==> src/common/p9gm_defines.vh <==
/*
 * Constants of the five-pin general-purpose port with LCD supply-pin hand-over.
 * Assumes inclusion by bare name from the design file; holds definitions only.
 */
// How it works
// - Direction one makes the pin an output
// - Output pin drives the data latch bit
// - Data write updates latch, outputs follow directly
// - Output pins read back the latch
// - Direction zero makes input, driver off
// - Input pins: latch updates, not driven
// - Input pins read the sampled pin level
// - Read-modify-write reads return latch always
// - Select bit zero keeps general-purpose function
// - Reset clears all direction bits
// - Standby with control set forces high impedance
// - Forced standby clamps inputs to low
// - Control clear leaves pins unchanged in standby
// - Select bit one hands pin to LCD
// - Bits zero to four map pins
`ifndef P9GM_DEFINES_VH
`define P9GM_DEFINES_VH
// Register offsets on the plain register port.
`define P9GM_OFS_DATA   8'h00
`define P9GM_OFS_DIR    8'h01
`define P9GM_OFS_CFG    8'h02
`define P9GM_OFS_STAT   8'h03
// Field positions.
`define P9GM_PINS       5
`define P9GM_CFG_SPL    7
`define P9GM_STAT_HIZ   0
// Reset values.
`define P9GM_RST_PINS   5'h00
`define P9GM_RST_BYTE   8'h00
`endif

==> src/verilog/p9gm_port.v <==
/*
 * Five-pin general-purpose I/O port with per-pin data latch and direction,
 * per-pin hand-over to the LCD drive supply, and standby pin forcing.
 * Assumes one 125 MHz clock, a synchronous active-high reset, a register
 * master on the same clock, and pins that arrive asynchronously.
 */
// The implementer's own choices: the register offsets and the address-and-strobe port.
`timescale 1ns/1ps
`default_nettype none
`include "p9gm_defines.vh"

module p9gm_port (
	input  wire       core_clk,
	input  wire       reset,
	input  wire [7:0] reg_addr,
	input  wire [7:0] reg_wdata,
	input  wire       reg_wr,
	input  wire       reg_rd,
	input  wire       reg_rmw,
	output reg  [7:0] reg_rdata,
	input  wire       standby_mode,
	input  wire [4:0] pin_in,
	output reg  [4:0] pin_out,
	output reg  [4:0] pin_oe,
	output reg  [4:0] lcd_supply_en,
	output reg        pins_forced_hiz
);

	// Widens a five-bit pin vector to a byte; upper bits read as zero.
	function [7:0] p9gm_widen;
		input [4:0] v;
		begin
			p9gm_widen = {3'h0, v};
		end
	endfunction

	// Software-visible state.
	reg  [4:0] port9_data_latch_q;      // Output latch.
	reg  [4:0] port9_direction_q;       // One marks an output pin.
	reg  [4:0] lcd_supply_pin_select_q; // One hands the pin to the LCD supply.
	reg        standby_pin_state_ctrl_q; // Standby forcing enable.
	// Pin synchroniser stages.
	reg  [4:0] pin_meta_q;              // First stage, read only by the second.
	reg  [4:0] pin_sync_q;              // Second stage, safe to read.
	// Standby tracking.
	reg        standby_prev_q;          // Standby level one cycle ago.
	reg        hiz_q;                   // Pins held at high impedance.
	reg        hiz_d;                   // Next value of the forcing flag.
	// Derived values.
	wire [4:0] in_val;                  // Internal input value after clamping.
	wire [4:0] rd_data_pins;            // Value a data read returns.
	reg  [7:0] rdata_d;                 // Next read data.
	wire       wr_data;                 // Write to the data latch.
	wire       wr_dir;                  // Write to the direction register.
	wire       wr_cfg;                  // Write to the configuration register.
	wire [4:0] dir_next;                // Direction as it stands after this edge.
	wire [4:0] sel_next;                // Supply select as it stands after this edge.

	assign wr_data = reg_wr && (reg_addr == `P9GM_OFS_DATA);
	assign wr_dir  = reg_wr && (reg_addr == `P9GM_OFS_DIR);
	assign wr_cfg  = reg_wr && (reg_addr == `P9GM_OFS_CFG);

	// Next register values, so that the driven outputs change at the write edge itself.
	assign dir_next = wr_dir ? reg_wdata[4:0] : port9_direction_q;
	assign sel_next = wr_cfg ? reg_wdata[4:0] : lcd_supply_pin_select_q;

	// Two flip-flops bring the pin levels into the clock domain.
	always @(posedge core_clk) begin
		if (reset) begin
			pin_meta_q <= `P9GM_RST_PINS;
			pin_sync_q <= `P9GM_RST_PINS;
		end else begin
			pin_meta_q <= pin_in;
			pin_sync_q <= pin_meta_q;
		end
	end

	// A forced standby blocks the input path and holds it low.
	assign in_val = hiz_q ? `P9GM_RST_PINS : pin_sync_q;

	// Data reads pick latch or pin per bit; a read-modify-write takes the latch.
	genvar gi;
	generate
		for (gi = 0; gi < `P9GM_PINS; gi = gi + 1) begin : g_rd
			assign rd_data_pins[gi] = (reg_rmw || port9_direction_q[gi]) ?
				port9_data_latch_q[gi] : in_val[gi];
		end
	endgenerate

	// Registers written by software; latch is written regardless of direction.
	always @(posedge core_clk) begin
		if (reset) begin
			port9_data_latch_q       <= `P9GM_RST_PINS;
			port9_direction_q        <= `P9GM_RST_PINS;
			lcd_supply_pin_select_q  <= `P9GM_RST_PINS;
			standby_pin_state_ctrl_q <= 1'b0;
		end else begin
			if (wr_data) begin
				port9_data_latch_q <= reg_wdata[4:0];
			end
			if (wr_dir) begin
				port9_direction_q <= reg_wdata[4:0];
			end
			if (wr_cfg) begin
				lcd_supply_pin_select_q  <= reg_wdata[4:0];
				standby_pin_state_ctrl_q <= reg_wdata[`P9GM_CFG_SPL];
			end
		end
	end

	// Standby forcing is decided at entry and released when standby ends.
	always @* begin
		hiz_d = hiz_q;
		if (!standby_mode) begin
			hiz_d = 1'b0;
		end else if (!standby_prev_q) begin
			hiz_d = standby_pin_state_ctrl_q;
		end
	end

	// Standby state registers.
	always @(posedge core_clk) begin
		if (reset) begin
			standby_prev_q <= 1'b0;
			hiz_q          <= 1'b0;
		end else begin
			standby_prev_q <= standby_mode;
			hiz_q          <= hiz_d;
		end
	end

	// Read data is selected by address and shown in the next cycle only.
	always @* begin
		rdata_d = `P9GM_RST_BYTE;
		if (reg_rd) begin
			case (reg_addr)
				`P9GM_OFS_DATA: begin
					rdata_d = p9gm_widen(rd_data_pins);
				end
				`P9GM_OFS_DIR: begin
					rdata_d = p9gm_widen(port9_direction_q);
				end
				`P9GM_OFS_CFG: begin
					rdata_d = {standby_pin_state_ctrl_q, 2'h0, lcd_supply_pin_select_q};
				end
				`P9GM_OFS_STAT: begin
					rdata_d = {7'h00, hiz_q};
				end
				default: begin
					rdata_d = `P9GM_RST_BYTE;
				end
			endcase
		end
	end

	// Pin drive, LCD hand-over and read data all leave from flip-flops.
	always @(posedge core_clk) begin
		if (reset) begin
			pin_out         <= `P9GM_RST_PINS;
			pin_oe          <= `P9GM_RST_PINS;
			lcd_supply_en   <= `P9GM_RST_PINS;
			pins_forced_hiz <= 1'b0;
			reg_rdata       <= `P9GM_RST_BYTE;
		end else begin
			// Output drives the latch even while the driver is off.
			pin_out <= wr_data ? reg_wdata[4:0] : port9_data_latch_q;
			// Driver on only for a general-purpose output pin outside forcing.
			pin_oe <= dir_next & ~sel_next & {5{~hiz_d}};
			lcd_supply_en   <= sel_next;
			pins_forced_hiz <= hiz_d;
			reg_rdata       <= rdata_d;
		end
	end

endmodule // p9gm_port
`default_nettype wire

==> config.mk <==
export PLATFORM = sky130hd
export DESIGN_NAME = p9gm_port
export DESIGN_NICKNAME = d
export VERILOG_FILES = /design/src/verilog/p9gm_port.v
export VERILOG_INCLUDE_DIRS = /design/src /design/src/common
export SDC_FILE = /design/constraint.sdc
export NUM_CORES = 1
export LEC_CHECK = 0
export ABC_AREA = 1
export BUFFER_PORTS_ARGS = -buffer_cell sky130_fd_sc_hd__buf_2
export CORE_MARGIN = 10
export CORE_UTILIZATION = 50
export DETAILED_ROUTE_END_ITERATION = 8
export PLACE_DENSITY_LB_ADDON = 0.25
export SYNTH_ARGS = -nofsm -noshare
export SYNTH_HDL_FRONTEND = slang
export SYNTH_SLANG_ARGS = --single-unit
==> constraint.sdc <==
create_clock -name core_clk -period 1.25 [get_ports core_clk]
set_clock_uncertainty 0.15 [all_clocks]
set_input_delay 0.0625 -clock core_clk [delete_from_list [all_inputs] [get_ports core_clk]]
set_output_delay 0.0625 -clock core_clk [all_outputs]
set_load 0.1 [all_outputs]
## Word level (Yosys, flattened, before mapping)

Cells that the tools add are included.

- Register bits after elaboration: 41
- Input bits: 27
- Output and inout port bits: 24
- Logic and storage cells: 39

- Equal/unequal tests: 3
- Mux-type cells: 11
- Bitwise gates (word level): 5
- Reductions and logical operators: 10

Operators with widths:

| cell | count |
|---|---|
| 8-bit one-hot mux with 4 select lines | 1 |
| 8-bit by 2-bit == test with 1-bit output, second input constant | 2 |
| 5-bit 2-to-1 mux | 3 |
| 5-bit AND | 2 |
| 8-bit by 1-bit == test with 1-bit output, second input constant | 1 |
| 8-bit zero test | 1 |
| 1-bit 2-to-1 mux | 7 |
| 1-bit logical OR | 5 |
| 5-bit inverter | 1 |
| 1-bit logical AND | 3 |
| 1-bit inverter | 2 |
| 2-bit OR reduction | 1 |

## Depth between registers and ports, before layout

Gate-level depths: netlist of the first run.

- Depth in word-level cells: 6
- Gate-level depth with buffers: 9
- Gate-level depth less buffers: 8

## Worst setup path before layout of the first run

No wires, ideal clock.

- Path kind: flip-flop to flip-flop
- From: register pins_forced_hiz (netlist name)
- To: register pin_oe[3]
- Setup time: 113 ps
- Data arrival time: 1,623 ps
- Required time: 987 ps
- Setup slack: -636 ps
- Stages on the path, launching flop included: 6
- Path buffers: 0
- Clock period less this slack: 1,886 ps
- Cells stage by stage: dfxtp_1 -> inv_1 -> a21oi_1 -> o21ai_1 -> nand3_1 -> nor2_1

RTL lines:

| item | line | text |
|---|---|---|
| end signal, assigned | p9gm_port.v:160 | `` pin_oe <= `P9GM_RST_PINS; `` |
| end signal, assigned | p9gm_port.v:168 | `pin_oe <= dir_next & ~sel_next & {5{~hiz_d}};` |
| end, declared | p9gm_port.v:24 | `output reg [4:0] pin_oe,` |

==> flow_summary.json, run 1 <==
{
  "run_status": "completed",
  "drt_first_pass_iters": 4,
  "synthArstFlopShare": 0,
  "grt_pass1_vias": 1680,
  "yosysTopAreaCell": "dfxtp_1",
  "slowest_delay_ns": 0.55,
  "postRouteAntennaNets": 0,
  "drv_slew": 0,
  "drcViolationCount": 0,
  "rrSetupSlack_ns": 0.09,
  "dp_hpwl_mm": 3.35,
  "worstReg2RegStart": "standby_pin_state_ctrl_q",
  "antenna_found_initial": 0,
  "setup_viol": 0,
  "r2r-end": "pin_oe[1]",
  "postCtsSetupRepairBufs": 0,
  "via_per_inst": 4.89,
  "hold_end": "reg_rdata[7]",
  "clk_pin_slew_ns": 0.12,
  "synth_cells": 229,
  "arrival_ns": 1.33,
  "fin_crit_ns": 1.19,
  "worstSetupPathType": "in -> reg",
  "place_area_sq_um": 2340,
  "worst_path_max_delay_cell": "dlygate4sd3_1",
  "p_leak_uw": 0.00123,
  "crit_path_max_fanout": 6,
  "yosysUniqueCellTypes": 21,
  "fmax_ghz": 0.839,
  "die_h_um": 77.6,
  "worstSetupEndpointType": "flip-flop",
  "synth.most_common_cell": "nand2_1",
  "crit_path_start_kind": "input pin",
  "hold_violations": 0,
  "ios": 51,
  "seq_area_frac_synth": 0.471,
  "finalCritPeriodShare": 0.954,
  "portBuffers": 46,
  "rows": 20,
  "worst-r2r-cell-count": 3,
  "grt_first_pass_wirelength_mm": 7.91,
  "p_per_area_nw_per_um2": 920,
  "root_buffer": "clkbuf_4",
  "stdcell_area_sq_um": 2610,
  "synth_top_area_frac": 0.471,
  "grt_max_degree": 24,
  "cts_buffer_depth": 2,
  "drt_iter0_markers": 287,
  "yosys_warnings": 0,
  "grt_overflow": 0,
  "gp_congestion": 0.893,
  "cts_buffers": 5,
  "cts_sinks": 39,
  "diodes": 0,
  "hold_path.class": "in -> reg",
  "synth_edf_count": 0,
  "hold_slack_ns": 0.0245,
  "crit_chain": "dlygate4sd3_1, buf_2, inv_1, buf_4, nand3_1, nor2_1",
  "die_x_um": 77.6,
  "hold_path_startpoint": "reg_addr[4]",
  "post_drt_wl_per_cell_um": 13.9,
  "hold_depth": 5,
  "cts_max_level": 2,
  "synthFlopType": "dfxtp_1",
  "synth_area_leaders": "dfxtp_1 (47%), nand2_1 (10%), nand3_1 (9.7%)",
  "routed_wl_mm": 4.82,
  "area_delta_synth_final_pct": 57.4,
  "fp.dieArea_sq_um": 6020,
  "ir_drop_mv": 0.803,
  "max_cap_violations": 0,
  "grt.total_usage": 0.161,
  "cts_tree": "yes",
  "synthTopCellsByCount": "nand2_1 (46), dfxtp_1 (39), inv_1 (39)",
  "syn_avg_cell_area_sq_um": 7.23,
  "ys_ff_latch": 39,
  "layout.nets": 329,
  "clock_latency_ns": 0.36,
  "start_util": 0.534,
  "drive_gt1_frac": 0.310,
  "required_ns": 1.39,
  "num_vias": 1698,
  "netlist_area_sq_um": 1660,
  "core_sq_um": 3100
}
layer usage:
metal  vias to the layer above  routed length, um  track usage
met5                         -                  0            0
met4                         0                157       0.0766
met3                        15                365       0.0541
met2                        81               2460        0.292
met1                       754               1840        0.163
li1                        848                  -            -
per-stage QoR:
step	worst slack, ns	util	cells	total power [uW]	setup TNS (ns)
2_1_floorplan	0.00474	-	230	1410	0
3_3_place_gp	0.0372	0.754	322	1480	0
3_5_place_dp	-0.0324	0.754	322	1490	-0.0515
4_1_cts	0.0242	0.837	347	2400	0
5_1_grt	-0.00150	0.840	347	2480	-0.00150
6_report	0.0580	0.840	347	2400	0
flip-flops by register name, indices dropped and copies added (netlist names):
register and flops:
pin_oe 5, standby_prev_q 1, pins_forced_hiz 1, pin_meta_q 5
reg_rdata 6, standby_pin_state_ctrl_q 1, port9_direction_q 5, pin_sync_q 5
pin_out 5, lcd_supply_en 5
critical path: cells and delay by family:
family,cells,cell delay [ns]
buffers and inverters,4,0.96
and+or+nand+nor,2,0.30
cell families after synthesis:
family	Yosys count	synth area share
AND/OR/NAND/NOR	122	0.341
buffers and inverters	48	0.125
other	1	0.00226
flip-flops	39	0.471
AO/OA/AOI/OAI	19	0.0597
worst max-delay path by stage:
stage | start | endpoint | slack (ns) | cells after the start
5_1_grt | standby_pin_state_ctrl_q | pin_oe[1] | -0.001 | 3
3_3_place_gp | reg_addr[7] | pin_oe[3] | 0.04 | 8
2_1_floorplan | lcd_supply_en[0] | reg_rdata[0] | 0.005 | 6
6_report | reset | pin_oe[1] | 0.06 | 6
3_5_place_dp | reg_addr[5] | pin_oe[1] | -0.03 | 8
4_1_cts | standby_pin_state_ctrl_q | pin_oe[1] | 0.02 | 3
placed cells by master, fill, tap and decap left out:
master / netlist / layout
nand2_1: 46 / 46
inv_1: 39 / 38
nand3_1: 32 / 32
nor2_1: 30 / 30
dfxtp_1: 39 / 28
buf_2: 1 / 24
buf_12: 0 / 23
dlygate4sd3_1: 0 / 17
a21oi_1: 15 / 13
buf_4: 2 / 9
dfxtp_2: 0 / 6
nand3_2: 5 / 5
clkbuf_4: 1 / 5
dfxtp_4: 0 / 5
nand2_2: 3 / 3
nor2_4: 3 / 3
a21oi_2: 1 / 3
inv_2: 1 / 2
nor2_2: 2 / 2
o21ai_0: 2 / 2
conb_1: 1 / 2
nor3_1: 1 / 1
o21ai_4: 0 / 1
clkbuf_8: 0 / 1
bufinv_16: 0 / 1
clkinv_2: 0 / 1
layout make-up:
cell class                 count  area (sq um)
multi-input combinational    143           691
inverter                      40           150
sequential                    39           807
timing repair buffer          73           818
clock inverter                 2          35.0
tap                           44          55.1
fill                         195           495
clock buffer                   6          51.3
power breakdown:
part	switching, uW	internal [uW]	leakage [uW]
Sequential	8.07	1250	0.000324
Clock	413	472	0.0000482
Combinational	150	105	0.000857
what timing repair did:
action                     in CTS  in global routing
resized for setup               0                  2
setup endpoints to repair       0                  4
hold buffers                   17                  0
hold endpoints to repair       28                  0
No activity file was read; power rests on OpenSTA's default activity.
==> inputs of run 2 (changes only) <==
- ABC_AREA: 1 -> not set
- CORE_UTILIZATION: 50 -> 48
==> run 2 against run 1 <==
  * The run now ends with negative setup slack left
  * Wire length is 3.3% lower
  * Hold slack improved by 0.0040 ns
  * Synthesized area shrank 11%
==> flow_summary.json, run 2 <==
{
  "drt_first_pass_iters": 4,
  "worstReg2RegStart": "pins_forced_hiz",
  "drive_gt1_frac": 0.426,
  "die_h_um": 75.4,
  "r2r-end": "pin_oe[1]",
  "p_total_uw": 2100,
  "num_vias": 1333,
  "switching_share": 0.255,
  "synthTopCellsByCount": "dfxtp_1 (39), nor2b_1 (17), nor2_1 (15)",
  "worst_path_max_delay_cell": "dfxtp_4",
  "seq_area_frac_synth": 0.529,
  "synthFlopType": "dfxtp_1",
  "synthArstFlopShare": 0,
  "arrival_ns": 1.41,
  "ir_drop_mv": 0.995,
  "die_x_um": 75.4,
  "synth-xor-area-share": 0,
  "synth_cells": 143,
  "finalCritPeriodShare": 1.02,
  "start_util": 0.491,
  "drv_slew": 0,
  "final_common_cell": "dfxtp_1",
  "p_per_area_nw_per_um2": 853,
  "rrSetupSlack_ns": -0.03,
  "hold_path.class": "in -> reg",
  "ys_ff_latch": 39,
  "root_buffer": "clkbuf_4",
  "clk_pin_slew_ns": 0.11,
  "clock_latency_ns": 0.35,
  "max_cap_violations": 0,
  "grt_first_pass_wirelength_mm": 7.33,
  "hold_depth": 5,
  "drcViolationCount": 0,
  "setup_viol": 6,
  "p_seq_frac": 0.595,
  "pre_cts_slack_ns": -0.322,
  "postRouteAntennaNets": 0,
  "largest_register_ff_count": 6,
  "routed_wl_mm": 4.66,
  "p_sw_uw": 536,
  "core_sq_um": 3000,
  "fp.dieArea_sq_um": 5690,
  "synth_top_area_frac": 0.529,
  "fin_crit_ns": 1.28,
  "fmax_ghz": 0.782,
  "antenna_found_initial": 0,
  "final_util": 0.820,
  "yosysTopAreaCell": "dfxtp_1",
  "crit_path_start_kind": "flip-flop",
  "hold_end": "reg_rdata[0]",
  "layout.nets": 249,
  "crit_chain": "mux2_4, a21o_4, nor3_2",
  "crit_buf_inv": 0,
  "yosysUniqueCellTypes": 23,
  "yosys_warnings": 0,
  "dp_hpwl_mm": 3.18,
  "cts_buffer_depth": 2,
  "ios": 51,
  "hold_violations": 0,
  "rsz0062_at_grt": "yes",
  "grt_max_degree": 15,
  "netlist_area_sq_um": 1480,
  "postCtsSetupRepairBufs": 0,
  "cts_buffers": 5,
  "mostFrequentLayoutCells": "dfxtp_1 (28), buf_2 (24), buf_12 (22)",
  "run_status": "complete, but fails checks",
  "fin_ws_ns": -0.0286,
  "p_leak_uw": 0.00107,
  "required_ns": 1.38,
  "diodes": 0,
  "portBuffers": 46,
  "post_drt_wl_per_cell_um": 18.2,
  "grt_pass1_vias": 1499,
  "slowest_delay_ns": 0.41,
  "worstSetupEndpointType": "flip-flop",
  "cts_sinks": 39,
  "crit_path_max_fanout": 8,
  "drt_iter0_markers": 159,
  "synth.most_common_cell": "dfxtp_1",
  "synth_edf_count": 0,
  "grt_overflow": 0,
  "critical-path-top-delay-family": "flip-flops",
  "grt.total_usage": 0.174,
  "dp_cells": 228,
  "worst-r2r-cell-count": 3,
  "synthMuxAreaShare": 0.128,
  "synthAdderAreaFrac": 0,
  "worstSetupPathType": "reg -> reg",
  "area_delta_synth_final_pct": 67.0,
  "gp_congestion": 0.751,
  "power_frac_comb": 0.111,
  "synth_top_family_by_area": "simple AND/OR/NAND/NOR gates",
  "top_register": "reg_rdata",
  "syn_avg_cell_area_sq_um": 10.3,
  "via_per_inst": 5.21,
  "rows": 20,
  "hold_path_startpoint": "reg_addr[5]",
  "cts_max_level": 2,
  "synth_area_leaders": "dfxtp_1 (53%), mux2i_1 (7.5%), nor2b_1 (7.2%)",
  "synth_compound_area_frac": 0.0958,
  "violations": "negative setup slack",
  "clock_power_share": 0.294,
  "cts_tree": "yes",
  "stdcell_count": 256,
  "synthSimpleGateAreaFrac": 0.209,
  "p_int_uw": 1560
}
[run 2: cell count changes after synthesis, moves of 5 or more]
cell / change
inv_1: -33
mux2_2: +7
a21oi_1: -9
mux2i_1: +11
o41ai_1: +5
nand2_1: -41
nand3_1: -29
nor2b_1: +17
nor3_2: +5
nor2_1: -15
[run 2: layout make-up]
| type | count | area (sq um) |
|---|---|---|
| Timing Repair Buffer | 77 | 843 |
| Sequential cell | 39 | 812 |
| Multi-Input combinational cell | 93 | 692 |
| Fill cell | 179 | 539 |
| Tap cell | 33 | 41.3 |
| Clock buffer | 5 | 37.5 |
| Inverter | 6 | 22.5 |
| Clock inverter | 3 | 15.0 |
[run 2: repair_timing]
item,in CTS,in global routing
gates resized for setup,1,4
endpoints found under the hold margin,36,0
endpoints found under the setup margin,7,11
pin swaps,0,1
hold buffers,20,0
[run 2: worst max-delay path by stage]
| stage | startpoint | to | cells past startpoint |
|---|---|---|---|
| 2_1_floorplan | reg_addr[3] | lcd_supply_en[4] | 4 |
| 3_5_place_dp | reg_addr[3] | lcd_supply_en[0] | 5 |
| 6_report | pins_forced_hiz | pin_oe[1] | 3 |
| 4_1_cts | pins_forced_hiz | pin_oe[1] | 3 |
| 5_1_grt | pins_forced_hiz | pin_oe[1] | 3 |
| 3_3_place_gp | reg_addr[3] | lcd_supply_en[4] | 5 |
[run 2: power groups by stage]
stage	registers [uW]	logic (uW)	clock network [uW]
2_1_floorplan	1280	88.4	0
3_3_place_gp	1280	165	0
3_5_place_dp	1280	172	0
4_1_cts	1250	223	637
5_1_grt	1250	252	688
6_report	1250	233	618
[run 2: per-layer routing]
layer | routed length (um) | part of all wire | global-route usage
met3 | 398 | 0.085 | 0.0742
met1 | 1710 | 0.37 | 0.170
met4 | 83 | 0.018 | 0.0722
met2 | 2460 | 0.53 | 0.315
met5 | 0 | 0 | 0
[run 2: kinds of logic after synthesis]
group | Yosys count
compound gates | 22
buf+inv | 12
flops | 39
simple gates | 51
mux | 18
other cells | 1
[run 2: through the flow]
| stage | instance area (sq um) | TNS, ns | hold WS [ns] |
|---|---|---|---|
| global placement | 2180 | -3.29 | 0.126 |
| detailed placement | 2180 | -4.57 | 0.128 |
| finish | 2460 | -0.114 | 0.0285 |
| floorplan | 1530 | -0.277 | 0.0407 |
| CTS | 2440 | -0.115 | -0.0109 |
| global route | 2460 | -0.579 | 0.0174 |
[run 2: tightest hold or removal path, cell delays in order]
cell	delay, ns
buf_2	0.10
nor2_1	0.05
nand4b_1	0.09
buf_4	0.15
a21oi_1	0.04
